--- src/inc/isl_pkg.sv ---
// constants and types for the two-wire slave interface
package isl_pkg;

    // register indices; byte address is four times the index
    localparam logic [7:0] IDX_OWN_ADDR  = 8'h20;
    localparam logic [7:0] IDX_CONTROL   = 8'h21;
    localparam logic [7:0] IDX_STATUS    = 8'h22;
    localparam logic [7:0] IDX_DATA      = 8'h23;
    localparam logic [7:0] IDX_IRQ_CTRL  = 8'h24;

    // control register fields
    localparam int CTL_EN_BIT    = 7;
    localparam int CTL_TX_BIT    = 4;
    localparam int CTL_NOACK_BIT = 3;

    // status register fields
    localparam int ST_DONE_BIT  = 7;
    localparam int ST_MATCH_BIT = 6;
    localparam int ST_BUSY_BIT  = 5;
    localparam int ST_DIR_BIT   = 2;
    localparam int ST_NACK_BIT  = 0;

    // interrupt control fields
    localparam int IRQ_EN_BIT   = 0;
    localparam int IRQ_FLAG_BIT = 1;

    // own address field: bits 7..1, bit 0 unused
    localparam int ADDR_LSB_BIT = 1;

    localparam logic [3:0] BITS_PER_BYTE = 4'h8;
    localparam logic [3:0] CNT_ONE       = 4'h1;
    localparam logic [7:0] IRQ_VECTOR    = 8'h10;
    localparam logic [7:0] BYTE_ZERO     = 8'h00;

    typedef enum logic [3:0] {
        ST_IDLE,
        ST_ADDR,
        ST_ADDR_ACK,
        ST_HOLD,
        ST_TX,
        ST_TX_ACK,
        ST_RX,
        ST_RX_ACK,
        ST_IGNORE
    } isl_state_e;

endpackage

--- src/design/isl_i2c_slave_interface.sv ---
// two-wire serial slave interface with classic wishbone register access
//
// The register addresses and the Wishbone register port were chosen for this implementation.
`timescale 1ns/1ps
`default_nettype none

module isl_i2c_slave_interface
    import isl_pkg::*;
#(
    parameter int unsigned SERIAL_PINS = 1
)(
    // clock and reset
    input  wire logic        clk_i,
    input  wire logic        rst_i,
    // wishbone slave
    input  wire logic        wb_cyc_i,
    input  wire logic        wb_stb_i,
    input  wire logic        wb_we_i,
    input  wire logic [31:0] wb_adr_i,
    input  wire logic [3:0]  wb_sel_i,
    input  wire logic [31:0] wb_dat_i,
    output logic      [31:0] wb_dat_o,
    output logic             wb_ack_o,
    // pin six: serial clock, open drain
    input  wire logic        port_a_bit_six_i,
    output logic             port_a_bit_six_o,
    output logic             port_a_bit_six_oe_o,
    // pin seven: serial data, open drain
    input  wire logic        port_a_bit_seven_i,
    output logic             port_a_bit_seven_o,
    output logic             port_a_bit_seven_oe_o,
    // general purpose use of the pins
    input  wire logic [1:0]  gpio_out_i,
    input  wire logic [1:0]  gpio_oe_i,
    output logic      [1:0]  gpio_in_o,
    // interrupt request towards the core
    input  wire logic        stack_not_full_i,
    output logic             irq_req_o,
    output logic      [7:0]  irq_vector_o
);

    if (SERIAL_PINS > 1)
    begin : g_check
        $error("SERIAL_PINS must be 0 or 1");
    end

    typedef struct packed {
        logic       scl_meta;
        logic       sda_meta;
        logic       scl_s;
        logic       sda_s;
        logic       scl_d;
        logic       sda_d;
        isl_state_e st;
        logic [3:0] cnt;
        logic [7:0] shift;
        logic [7:0] own_addr;
        logic [7:0] data;
        logic       en;
        logic       tx;
        logic       noack;
        logic       done;
        logic       match;
        logic       busy;
        logic       dir;
        logic       nack;
        logic       irq_en;
        logic       irq_flag;
        logic       sda_low;
        logic       scl_low;
        logic       ack;
        logic [7:0] rdat;
    } isl_regs_s;

    isl_regs_s regs_ff;
    isl_regs_s nxt_regs;

    logic       serial_on;
    logic       scl_raw;
    logic       sda_raw;
    logic       scl_rise;
    logic       scl_fall;
    logic       start_seen;
    logic       stop_seen;
    logic       bus_req;
    logic       bus_wr;
    logic       bus_rd;
    logic [7:0] idx;
    logic [7:0] wbyte;
    logic       data_wr;
    logic       data_rd;

    function automatic logic reg_hit(input logic [31:0] adr, input logic [7:0] want);
        reg_hit = (adr[31:10] == 22'h000000) && (adr[9:2] == want);
    endfunction

    assign serial_on = (SERIAL_PINS == 1);
    assign scl_raw   = port_a_bit_six_i;
    assign sda_raw   = port_a_bit_seven_i;

    // edges come from the second and third stages only
    assign scl_rise   = regs_ff.scl_s & ~regs_ff.scl_d;
    assign scl_fall   = ~regs_ff.scl_s & regs_ff.scl_d;
    assign start_seen = serial_on & regs_ff.scl_s & regs_ff.scl_d & regs_ff.sda_d & ~regs_ff.sda_s;
    assign stop_seen  = serial_on & regs_ff.scl_s & regs_ff.scl_d & ~regs_ff.sda_d & regs_ff.sda_s;

    assign bus_req = wb_cyc_i & wb_stb_i & ~regs_ff.ack;
    assign bus_wr  = bus_req & wb_we_i & wb_sel_i[0];
    assign bus_rd  = bus_req & ~wb_we_i;
    assign idx     = wb_adr_i[9:2];
    assign wbyte   = wb_dat_i[7:0];
    assign data_wr = bus_wr & reg_hit(wb_adr_i, IDX_DATA);
    assign data_rd = bus_rd & reg_hit(wb_adr_i, IDX_DATA);

    always_comb
    begin
        nxt_regs = regs_ff;
        nxt_regs.scl_meta = scl_raw;
        nxt_regs.sda_meta = sda_raw;
        nxt_regs.scl_s    = regs_ff.scl_meta;
        nxt_regs.sda_s    = regs_ff.sda_meta;
        nxt_regs.scl_d    = regs_ff.scl_s;
        nxt_regs.sda_d    = regs_ff.sda_s;
        nxt_regs.ack      = bus_req;

        // software writes first so hardware sets in the same cycle win
        if (bus_wr && reg_hit(wb_adr_i, IDX_OWN_ADDR))
        begin
            nxt_regs.own_addr = {wbyte[7:ADDR_LSB_BIT], 1'b0};
        end
        if (bus_wr && reg_hit(wb_adr_i, IDX_CONTROL))
        begin
            nxt_regs.en    = wbyte[CTL_EN_BIT];
            nxt_regs.tx    = wbyte[CTL_TX_BIT];
            nxt_regs.noack = wbyte[CTL_NOACK_BIT];
            nxt_regs.match = 1'b0;
        end
        if (data_wr)
        begin
            nxt_regs.data = wbyte;
        end
        if (bus_wr && reg_hit(wb_adr_i, IDX_IRQ_CTRL))
        begin
            nxt_regs.irq_en = wbyte[IRQ_EN_BIT];
            // writing zero clears; writing one leaves it
            if (!wbyte[IRQ_FLAG_BIT])
            begin
                nxt_regs.irq_flag = 1'b0;
            end
        end

        // read data is captured with the ack
        nxt_regs.rdat = BYTE_ZERO;
        if (bus_rd)
        begin
            case (idx)
                IDX_OWN_ADDR: nxt_regs.rdat = regs_ff.own_addr;
                IDX_CONTROL:
                begin
                    nxt_regs.rdat[CTL_EN_BIT]    = regs_ff.en;
                    nxt_regs.rdat[CTL_TX_BIT]    = regs_ff.tx;
                    nxt_regs.rdat[CTL_NOACK_BIT] = regs_ff.noack;
                end
                IDX_STATUS:
                begin
                    nxt_regs.rdat[ST_DONE_BIT]  = regs_ff.done;
                    nxt_regs.rdat[ST_MATCH_BIT] = regs_ff.match;
                    nxt_regs.rdat[ST_BUSY_BIT]  = regs_ff.busy;
                    nxt_regs.rdat[ST_DIR_BIT]   = regs_ff.dir;
                    nxt_regs.rdat[ST_NACK_BIT]  = regs_ff.nack;
                end
                IDX_DATA:     nxt_regs.rdat = regs_ff.data;
                IDX_IRQ_CTRL:
                begin
                    nxt_regs.rdat[IRQ_EN_BIT]   = regs_ff.irq_en;
                    nxt_regs.rdat[IRQ_FLAG_BIT] = regs_ff.irq_flag;
                end
                default:      nxt_regs.rdat = BYTE_ZERO;
            endcase
            if (wb_adr_i[31:10] != 22'h000000)
            begin
                nxt_regs.rdat = BYTE_ZERO;
            end
        end

        if (start_seen)
        begin
            nxt_regs.busy = 1'b1;
        end
        else if (stop_seen)
        begin
            nxt_regs.busy = 1'b0;
        end

        if (!regs_ff.en)
        begin
            // disabled: let go of both lines
            nxt_regs.st      = ST_IDLE;
            nxt_regs.sda_low = 1'b0;
            nxt_regs.scl_low = 1'b0;
        end
        else if (start_seen)
        begin
            // repeated start also restarts address reception
            nxt_regs.st      = ST_ADDR;
            nxt_regs.cnt     = 4'h0;
            nxt_regs.sda_low = 1'b0;
            nxt_regs.scl_low = 1'b0;
        end
        else if (stop_seen)
        begin
            nxt_regs.st      = ST_IDLE;
            nxt_regs.sda_low = 1'b0;
            nxt_regs.scl_low = 1'b0;
        end
        else
        begin
            case (regs_ff.st)
                ST_ADDR:
                begin
                    if (scl_rise)
                    begin
                        nxt_regs.shift = {regs_ff.shift[6:0], regs_ff.sda_s};
                        nxt_regs.cnt   = regs_ff.cnt + CNT_ONE;
                    end
                    if (scl_fall && regs_ff.cnt == BITS_PER_BYTE)
                    begin
                        if (regs_ff.shift[7:1] == regs_ff.own_addr[7:ADDR_LSB_BIT])
                        begin
                            nxt_regs.match    = 1'b1;
                            nxt_regs.irq_flag = 1'b1;
                            nxt_regs.dir      = regs_ff.shift[0];
                            nxt_regs.sda_low  = 1'b1;
                            nxt_regs.st       = ST_ADDR_ACK;
                        end
                        else
                        begin
                            nxt_regs.match = 1'b0;
                            nxt_regs.st    = ST_IGNORE;
                        end
                    end
                end
                ST_ADDR_ACK:
                begin
                    if (scl_fall)
                    begin
                        nxt_regs.sda_low = 1'b0;
                        nxt_regs.scl_low = 1'b1;
                        nxt_regs.st      = ST_HOLD;
                    end
                end
                ST_HOLD:
                begin
                    if (data_wr || data_rd)
                    begin
                        nxt_regs.scl_low = 1'b0;
                        nxt_regs.cnt     = 4'h0;
                        nxt_regs.done    = 1'b0;
                        if (regs_ff.tx)
                        begin
                            nxt_regs.shift   = data_wr ? wbyte : regs_ff.data;
                            nxt_regs.sda_low = ~nxt_regs.shift[7];
                            nxt_regs.st      = ST_TX;
                        end
                        else
                        begin
                            // dummy read lets go of sda
                            nxt_regs.sda_low = 1'b0;
                            nxt_regs.st      = ST_RX;
                        end
                    end
                end
                ST_TX:
                begin
                    if (scl_fall)
                    begin
                        nxt_regs.cnt = regs_ff.cnt + CNT_ONE;
                        if (nxt_regs.cnt == BITS_PER_BYTE)
                        begin
                            nxt_regs.sda_low = 1'b0;
                            nxt_regs.st      = ST_TX_ACK;
                        end
                        else
                        begin
                            nxt_regs.shift   = {regs_ff.shift[6:0], 1'b0};
                            nxt_regs.sda_low = ~regs_ff.shift[6];
                        end
                    end
                end
                ST_TX_ACK:
                begin
                    if (scl_rise)
                    begin
                        nxt_regs.nack = regs_ff.sda_s;
                    end
                    if (scl_fall)
                    begin
                        nxt_regs.done     = 1'b1;
                        nxt_regs.irq_flag = 1'b1;
                        nxt_regs.scl_low  = 1'b1;
                        nxt_regs.st       = ST_HOLD;
                    end
                end
                ST_RX:
                begin
                    if (scl_rise)
                    begin
                        nxt_regs.shift = {regs_ff.shift[6:0], regs_ff.sda_s};
                        nxt_regs.cnt   = regs_ff.cnt + CNT_ONE;
                    end
                    if (scl_fall && regs_ff.cnt == BITS_PER_BYTE)
                    begin
                        nxt_regs.data    = regs_ff.shift;
                        nxt_regs.sda_low = ~regs_ff.noack;
                        nxt_regs.st      = ST_RX_ACK;
                    end
                end
                ST_RX_ACK:
                begin
                    if (scl_fall)
                    begin
                        nxt_regs.sda_low  = 1'b0;
                        nxt_regs.done     = 1'b1;
                        nxt_regs.irq_flag = 1'b1;
                        nxt_regs.scl_low  = 1'b1;
                        nxt_regs.st       = ST_HOLD;
                    end
                end
                ST_IGNORE:
                begin
                    nxt_regs.sda_low = 1'b0;
                end
                default:
                begin
                    nxt_regs.st = ST_IDLE;
                end
            endcase
        end
    end

    always_ff @(posedge clk_i)
    begin
        if (rst_i)
        begin
            regs_ff <= '0;
        end
        else
        begin
            regs_ff <= nxt_regs;
        end
    end

    assign wb_dat_o = {24'h000000, regs_ff.rdat};
    assign wb_ack_o = regs_ff.ack;

    // open drain: the pin only ever drives low in serial use
    assign port_a_bit_six_o      = serial_on ? 1'b0 : gpio_out_i[0];
    assign port_a_bit_six_oe_o   = serial_on ? regs_ff.scl_low : gpio_oe_i[0];
    assign port_a_bit_seven_o    = serial_on ? 1'b0 : gpio_out_i[1];
    assign port_a_bit_seven_oe_o = serial_on ? regs_ff.sda_low : gpio_oe_i[1];
    assign gpio_in_o             = {regs_ff.sda_s, regs_ff.scl_s};

    // enable gates the flag onto the request
    assign irq_req_o    = regs_ff.irq_flag & regs_ff.irq_en & stack_not_full_i;
    assign irq_vector_o = IRQ_VECTOR;

endmodule

`default_nettype wire

--- config.mk ---
export PLATFORM = sky130hd
export DESIGN_NAME = isl_i2c_slave_interface
export DESIGN_NICKNAME = d
export VERILOG_FILES = /design/src/inc/isl_pkg.sv /design/src/design/isl_i2c_slave_interface.sv
export SDC_FILE = /design/constraint.sdc
export NUM_CORES = 1
export LEC_CHECK = 0
export ABC_AREA = 1
export BUFFER_PORTS_ARGS = -buffer_cell sky130_fd_sc_hd__buf_2
export CAP_MARGIN = 30
export CORE_MARGIN = 1
export CORE_UTILIZATION = 54
export DETAILED_ROUTE_END_ITERATION = 12
export PLACE_DENSITY = 0.85
export SYNTH_ARGS = -nofsm -noshare
export SYNTH_HDL_FRONTEND = slang
export SYNTH_SLANG_ARGS = --single-unit
--- constraint.sdc ---
create_clock -name clk_i -period 2.21 [get_ports clk_i]
set_input_delay 0.3315 -clock clk_i [delete_from_list [all_inputs] [get_ports clk_i]]
set_output_delay 0.3315 -clock clk_i [all_outputs]
set_load 0.005 [all_outputs]
* Word-level counts from Yosys, hierarchy flattened
Index checks and enable logic that the tools add are counted.
Operators by class: add/sub/neg operators 1, multipliers 0, bitwise logic cells 30, shift operators 0, reduce and logical (&&, ||, !) cells 32, eq/ne operators 41, mux-type cells 58, div/mod/pow operators 0, $lt $le $gt $ge 0
Operators by type and width (number):
- $mux W8 | 8
- $eq A8 B6 Y1 const B | 5
- $pmux W12 S3 | 1
- $mux W16 | 2
- $mux W12 | 2
- $ne A2 B2 Y1 const B | 12
- $pmux W4 S6 | 1
- $logic_not A22 Y1 | 1
- $mux W1 | 22
- $reduce_bool A22 Y1 | 1
- $mux W4 | 5
- $ne A4 B4 Y1 const B | 5
- $reduce_and A6 Y1 | 3
- $and A1 B1 Y1 | 16
- $eq A4 B3 Y1 const B | 4
- $not A1 Y1 | 14
- $reduce_and A7 Y1 | 2
- $eq A4 B4 Y1 const B | 3
- $pmux W1 S3 | 4
- $pmux W2 S3 | 2
- $mux W2 | 5
- $reduce_and A5 Y1 | 2
- $ne A3 B3 Y1 const B | 3
- $reduce_and A9 Y1 | 1
- 22 further kinds | 38
Word-level totals: memories 0, bits in writable memories 0, logic and storage cells 188, memory bits (read-only) 0, bits in registers 58, input bits 80, output and inout port bits 48, bits in latches 0

* Depth between registers and ports, before layout
Gate-level depths: netlist (run 1).
depth in word-level cells 12, depth in mapped cells 13, depth with buffers taken out 13

* Worst setup path after synthesis (run 1)
Ideal clock, no wire load.
path type input to register, start point in wb_adr_i[11], end point reg regs_ff[21] (netlist name), setup time 0.116 ns, arrival time 1.479 ns, buffers on the path 1, cell stages on the path 10, required time 2.094 ns, path slack 0.615 ns, path through or2_1 -> nor2_1 -> nand2_1 -> nor2_4 -> nand3_2 -> buf_6 -> o21ai_1 -> nand2_1 -> o211ai_1 -> inv_1
Between the ends: cells in the longest elaborated chain, start to end 9
RTL lines:
- from (decl) | RTL line isl_i2c_slave_interface.sv:19 | input wire logic [31:0] wb_adr_i,
- $logic_not A22 Y1 * | RTL line isl_i2c_slave_interface.sv:94 | reg_hit = (adr[31:10] == 22'h000000) && (adr[9:2] == want);
- $logic_and A1 B1 Y1 * | RTL line isl_i2c_slave_interface.sv:94
- $and A1 B1 Y1 * | RTL line isl_i2c_slave_interface.sv:112 | assign data_wr = bus_wr & reg_hit(wb_adr_i, IDX_DATA);
- $mux W8 * | RTL line isl_i2c_slave_interface.sv:138 | if (data_wr)
- $mux W8 | RTL line isl_i2c_slave_interface.sv:311 | if (scl_fall && regs_ff.cnt == BITS_PER_BYTE)
- $mux W8 | RTL line isl_i2c_slave_interface.sv:218 | case (regs_ff.st)
- $mux W8 | RTL line isl_i2c_slave_interface.sv:210 | else if (stop_seen)
- $mux W8 | RTL line isl_i2c_slave_interface.sv:202 | else if (start_seen)
- $mux W8 * | RTL line isl_i2c_slave_interface.sv:195 | if (!regs_ff.en)
- to (signal assigned) | RTL line isl_i2c_slave_interface.sv:349 | regs_ff <= nxt_regs;
- to (decl) | RTL line isl_i2c_slave_interface.sv:75 | isl_regs_s regs_ff;
Every way passes the cells marked *; elsewhere a longest branch is shown, timed or not. A chain may end at the register's enable or synchronous reset.

* Worst setup path in the final report (run 1)
start point reg regs_ff[54] (netlist name), end point reg regs_ff[23] (netlist name)
Between the ends: cells in the longest elaborated chain, start to end 7, elaborated cells between the ends (all ways) 12, those cells by class mux: 5; bitwise: 6; reduce/logical: 1
RTL lines:
- $and A1 B1 Y1 | RTL line isl_i2c_slave_interface.sv:103 | assign scl_fall = ~regs_ff.scl_s & regs_ff.scl_d;
- $logic_and A1 B1 Y1 | RTL line isl_i2c_slave_interface.sv:311
- $mux W8 | RTL line isl_i2c_slave_interface.sv:311
- $mux W8 | RTL line isl_i2c_slave_interface.sv:218
- $mux W8 | RTL line isl_i2c_slave_interface.sv:210
- $mux W8 * | RTL line isl_i2c_slave_interface.sv:202
- $mux W8 * | RTL line isl_i2c_slave_interface.sv:195
Marked as above.

==> results of run 1 <==
-- metrics by stage --
stage	hold slack, ps	area (um^2)
4_1_cts	193	4020
6_report	192	4020
3_3_place_gp	392	3790
5_1_grt	196	4020
3_5_place_dp	399	3790
2_1_floorplan	388	3710
-- layout make-up --
type / instances / area, um^2
sequential: 58 / 1160
clock buffer: 10 / 138
timing repair buffer: 69 / 368
multi-input combinational: 377 / 1870
inverter: 78 / 293
tap: 77 / 96.3
clock inverter: 6 / 90.1
fill: 564 / 2370
-- cell families (layout without fill, tap and decap cells) --
family	count (synthesis)	after routing	share of synthesized area (%)
buf+inv	131	163	18.9
other cells	2	34	0.209
simple gates	248	248	31.7
compound gates	85	85	14.1
fa+ha+maj	2	2	0.697
flops	58	58	32.3
xor+xnor	8	8	1.95
-- worst max path at each step --
stage                 start          end
6_report        regs_ff[54]  regs_ff[23]
5_1_grt         regs_ff[54]  regs_ff[25]
4_1_cts         regs_ff[54]  regs_ff[23]
3_5_place_dp   wb_adr_i[10]  regs_ff[33]
3_3_place_gp    wb_adr_i[9]  regs_ff[24]
2_1_floorplan  wb_adr_i[11]  regs_ff[21]
-- metal layers --
metal	track usage, %	routed length [um]	vias to the layer above
met5	0	0	-
met4	10.5	223	0
met3	4.85	691	20
met2	43.5	4140	188
met1	32.0	3670	1557
li1	-	-	1740
-- tightest hold or removal path: stages --
cell	delay, ps
buf_2	80
inv_1	30
nor2_1	60
-- registers in the layout, summed over array words and instances (netlist names) --
register / count
regs_ff: 43
wb_dat_o: 8
port_a_bit_six_oe_o: 1
gpio_in_o: 2
port_a_bit_seven_oe_o: 1
nxt_regs: 2
wb_ack_o: 1
-- power by group through the flow --
stage	Combinational, uW	Sequential (uW)	Clock [uW]
floorplan	102	1080	0
global placement	111	1080	0
detailed placement	114	1080	0
CTS	114	1050	1120
global route	131	1050	1180
finish	115	1050	1120
-- cell usage in the layout, fill, tap and decap left out, types with 2 or more instances in the layout --
cell       instances
a21oi_1           27
a221oi_1           2
a22oi_1            4
a31oi_1            4
and3_1             2
buf_2             60
buf_4              9
bufinv_16          2
clkbuf_8          10
clkinv_4           2
conb_1            34
dfxtp_1           58
ha_1               2
inv_1             76
inv_2              2
nand2_1          106
nand2_2            9
nand3_1           23
nand3_2            4
nand4_1            9
nor2_1            69
nor2_2             6
nor3_1             7
nor3_2             3
nor4_1             2
o211ai_1           8
o21ai_0           29
o21ai_1            2
o21ai_2            6
or2_1              2
xnor2_1            2
xor2_1             6
==> impl_results.md, run 1 <==
* Fin nets at 675
* Commonest cells post-synth: 106 x nand2_1, 76 x inv_1, 69 x nor2_1
* Setup Skew at between 8 and 9 ps
* Seq/Total Area, Yosys at 32.3%
* CTS Root Cell: clkbuf_8
* Crit-path max FO at 14
* Global route overflow at 0
* Crit-path leading delay family: simple AND/OR/NAND/NOR gates
* Slew @ Worst Pin at between 600 and 700 ps
* Final wirelength at around 8.7 mm
* Cts hold-fix bufs at 0
* Most common cell in the netlist: nand2_1
* CTS tree: done
* Internal at ~1800 uW
* Net Switching at between 500 and 600 uW
* Cells on Worst Hold Path at 3
* RSZ-0062 raised after global routing: no
* Hold Path Origin: port_a_bit_six_i
* Max Slew Vio Count at 0
* CP most frequent cell: inv_1
* Clock sinks at 58
* IO Pins at approximately 130
* Cell row count at 29
* Cells after DPL at ~660
* Place WS at ~290 ps
* Crit path depth at 9
* Detailed Routing Iterations Pass 1 at 6
* Sw Share at ~23%
* Finished Core Util at between 60% and 70%
* Crit. End Element: register
* DR vias at around 3500
* First-pass GRT wire length at ~14 mm
* Worst path bufs/invs at 3
* Diodes inserted at 0
* Leak pwr at 0.00206 uW
* Post-synth EDFFs at 0
* Vias in the first global route at 3190
* Reg clk slew, reported paths at approximately 70 ps
* All-layer global routing usage at around a quarter
* Largest cells by area after synthesis: dfxtp_1 32%, nand2_1 11%, buf_4 9.4%, inv_1 7.9%, nor2_1 7.2%
* Share of the synthesized area in the top cell type at approximately a third
* CP max stage cell: dfxtp_1
* Initial antenna violation count at 0
* Setup bufs post-CTS at 0
* Die area at 0.00698 mm^2
* Syn-to-layout area delta at 11.8%
* R2R cell count at 9
* IO Port Bufs at 60
* Status: finished, final reports clean
* Clock buffer depth at 2
* DRC viols at 0
* Post-CTS sizing at 0
* Core Footprint at 0.00639 mm^2
* Die W at around 84 um
* Cells after synthesis at around 530
* DR vias/cell at approximately 5.2
* Synth Flop Type: dfxtp_1
* Combinational power share at 5.0%
* Largest net degree at the start of global routing at 30
* Iter 0 DRT Violations at roughly 340
* Wire length per cell at 12.9 um
* Worst endpoint required time at about 2500 ps
* FFs w/ async S/R, synth at 0%
* Syn Area/Cell at 6.72 um^2
* Layout cell share with drive strength beyond 1 at 20.4%
* Final std cells w/o fill at slightly below 700
* Max incr delay on CP at 360 ps
* Worst Slack Setup Final at 349 ps
* Synth Register Bits at slightly below 60
* Tcrit/Tclk final at a little over four fifths
* Final Hold Viols at 0
* Worst EP arrival at between 2000 and 2500 ps
* Max_cap viols at 0
* Synth cell types at 40
* Setup CP Type: reg -> reg
* Die height at 83.5 um
* R2r endpoint: regs_ff[23]
* Peak VDD IR at around 0.33 mV
* Total of warnings raised by yosys at 0
* Htree depth at 3
* Power Dens Cells at about 570 mW/mm^2
* CP Launch Type: register
* Min-Delay Endpoint: nxt_regs[56]
* FF-to-FF Start: regs_ff[54]
* Final setup vio count at 0
* Cell Area, Synth at ~0.0036 mm^2
* Setup TNS at 0 ps
* Min cycle time layout at approximately 1900 ps
* Cell taking the most area after synthesis: dfxtp_1
* Total Power at approximately 2300 uW
* Flop-to-flop setup slack at roughly 350 ps
* Hpwl dp at about 6.6 mm
* Antenna-violating nets left at 0
* Slew HR at about three fifths
* GPL Wtd Cong at 0.929
* Fmax at around 540 MHz
* Cts bufs inserted at 9
* Worst-skew pair later-pin latency at ~340 ps
* Worst hold path type: in -> reg
* Critical-path cell list: inv_1 -> nor2_1 -> nand3_1 -> nor2_1 -> nand2_1 -> inv_1 -> nand2_1 -> o211ai_1 -> inv_1
* Initial Util at 56.2%
* Clk pwr share at just under 50%
* Sequential share of power at a little under half
No activity file was read; power rests on OpenSTA's default activity.
==> inputs of run 2 (changes only) <==
--- a/config.mk
+++ b/config.mk
@@ -9,9 +9,9 @@
 export BUFFER_PORTS_ARGS = -buffer_cell sky130_fd_sc_hd__buf_2
 export CAP_MARGIN = 30
 export CORE_MARGIN = 1
-export CORE_UTILIZATION = 54
+export CORE_UTILIZATION = 46
 export DETAILED_ROUTE_END_ITERATION = 12
-export PLACE_DENSITY = 0.85
+export PLACE_DENSITY = 0.77
 export SYNTH_ARGS = -nofsm -noshare
 export SYNTH_HDL_FRONTEND = slang
 export SYNTH_SLANG_ARGS = --single-unit
==> constraint.sdc (replaced) <==
create_clock -name clk_i -period 1.5 [get_ports clk_i]
set_input_delay 0.225 -clock clk_i [delete_from_list [all_inputs] [get_ports clk_i]]
set_output_delay 0.225 -clock clk_i [all_outputs]
set_load 0.005 [all_outputs]
==> run 2 against run 1 <==
  * The run now ends with negative setup slack left
  * Fmax grew 10%
  * Final cell count is 12% higher
  * Register-to-register slack worse by 540 ps
  * Critical path depth decreased by 1
  * First-iteration DRC count increased by 24%
  * Die area increased by 17%
  * Via count increased by 12%
  * Power is 40% higher
  * Non-clock buffer count grew 57
  * Clock power grew 30%
  * Largest power group is now sequential cells
  * Highest routed layer unchanged
==> impl_results.md, run 2 (synthesis gave the netlist of run 1 again) <==
* Status: finished, violations left
* Failing checks: negative setup slack
* Cell row count at 31
* Power Dens Cells at roughly 650 mW/mm^2
* Global route overflow at 0
* Sw Share at roughly 26%
* IO Pins at between 100 and 150
* Net Switching at 820 uW
* Clock buffer depth at 2
* GPL Wtd Cong at 0.918
* Setup Skew at 11.2 ps
* IO Port Bufs at 60
* Clk pwr share at a little under half
* Tcrit/Tclk final at 113%
* Fmax at about 600 MHz
* Diodes inserted at 0
* Worst path bufs/invs at 2
* Crit-path max FO at 14
* First-pass GRT wire length at ~16 mm
* Max reg flops at 43
* Largest register by flop count: regs_ff
* Sequential share of power at between 40% and 50%
* Worst endpoint required time at ~1800 ps
* Finished Core Util at between 60% and 70%
* CTS Root Cell: clkbuf_8
* DR vias/cell at slightly above 5
* DRC viols at 0
* Combinational power share at 6.3%
* Htree depth at 3
* Largest net degree at the start of global routing at 30
* Clock sinks at 58
* Worst-skew pair later-pin latency at between 300 and 400 ps
* Core Footprint at ~0.0074 mm^2
* Hold slack at about 70 ps
* Die area at 0.00816 mm^2
* Crit path depth at 8
* Initial antenna violation count at 0
* R2R cell count at 8
* Antenna-violating nets left at 0
* Wire length per cell at about 14 um
* Final Hold Viols at 0
* Worst Slack Setup Final at -189 ps
* Final setup vio count at 34
* Leak pwr at ~0.0024 uW
* Crit. End Element: register
* Critical-path cell list: nor2_2 -> nand2_2 -> nor3_4 -> buf_4 -> and3_1 -> buf_12 -> o21ai_0 -> a21oi_1
* Syn-to-layout area delta at 36.8%
* Critical Path Source: wb_ack_o
* Cells on Worst Hold Path at 3
* Max_cap viols at 0
* Reg clk slew, reported paths at 70 ps
* FF-to-FF Start: wb_ack_o
* Die height at roughly 90 um
* Max incr delay on CP at approximately 320 ps
* Final wirelength at roughly 11 mm
* Internal at around 2400 uW
* Iter 0 DRT Violations at ~420
* RSZ-0062 raised after global routing: yes
* All-layer global routing usage at 24.9%
* Cts bufs inserted at 9
* CP Launch Type: register
* Setup TNS at -2840 ps
* Initial Util at about 48%
* DR vias at 3925
* Setup CP Type: reg -> reg
* Most common cell after layout, fill and taps aside: nand2_1
* Hold Path Origin: port_a_bit_seven_i
* Fin nets at approximately 730
* Layout cell share with drive strength beyond 1 at a little under two fifths
* Most frequent cells in the layout: 89 x nand2_1, 67 x inv_1, 60 x buf_2
* Die W at between 90 and 100 um
* Worst EP arrival at ~2000 ps
* Worst hold path type: in -> reg
* Min cycle time layout at about 1700 ps
* Peak VDD IR at 0.381 mV
* Max Slew Vio Count at 0
* Hpwl dp at 7.14 mm
* CTS tree: done
* Vias in the first global route at around 3500
* CP max stage cell: dfxtp_2
* Detailed Routing Iterations Pass 1 at 5
* Crit-path leading delay family: simple AND/OR/NAND/NOR gates
==> run 2: cell count changes in the layout (fill, tap and decap cells not counted), sizes merged <==
cell    change
buf        +56
bufinv      -1
clkinv      +2
nand3       +1
==> run 2: metrics by stage <==
stage | setup slack, ps | std cells | cell area (um^2) | power (uW)
floorplan | -0.257 | 566 | 3720 | 1740
global placement | -138 | 724 | 4180 | 1770
detailed placement | -187 | 724 | 4180 | 1770
CTS | -42.5 | 749 | 4620 | 3200
global route | -258 | 755 | 4910 | 3310
finish | -189 | 755 | 4910 | 3200
==> run 2: what timing repair did <==
action,4_1_cts,5_1_grt
setup endpoints to repair,33,45
gates resized for setup,51,70
setup buffers,8,5
cloned,1,1
hold buffers,0,0
pin swaps,22,32
==> run 2: routing by layer <==
layer	global-route usage, %	share of wire (%)
met1	28.7	38
met2	43.8	50
met3	6.57	8.3
met4	9.68	3.7
met5	0	0
==> run 2: worst paths after layout <==
| path | slack [ps] | to |
|---|---|---|
| setup / recovery | -190 | regs_ff[31] |
| hold / removal | 70 | nxt_regs[55] |
| setup reg to reg | -190 | regs_ff[31] |
| hold reg to reg | 400 | gpio_in_o[1] |
==> run 2: final cells by class <==
class                      count  area [um^2]
fill                         567         2500
multi-input combinational    378         2220
sequential                    58         1190
timing repair buffer         126          882
inverter                      78          300
clock buffer                   9          124
tap                           99          124
clock inverter                 7         70.1
==> run 2: worst register-to-register path, delay by kind of cell (launching register included) <==
family | cells | cell delay (ps)
DFF | 1 | 320
and+or+nand+nor | 4 | 660
AOI/OAI and AO/OA | 2 | 300
buffers and inverters | 2 | 330
==> run 2: power by group through the flow <==
stage                     clock network, uW  registers, uW  logic, uW
after floorplan                           0           1590        150
after global placement                    0           1590        179
after detailed placement                  0           1590        183
after CTS                              1460           1550        191
after global routing                   1540           1540        226
final                                  1460           1540        203
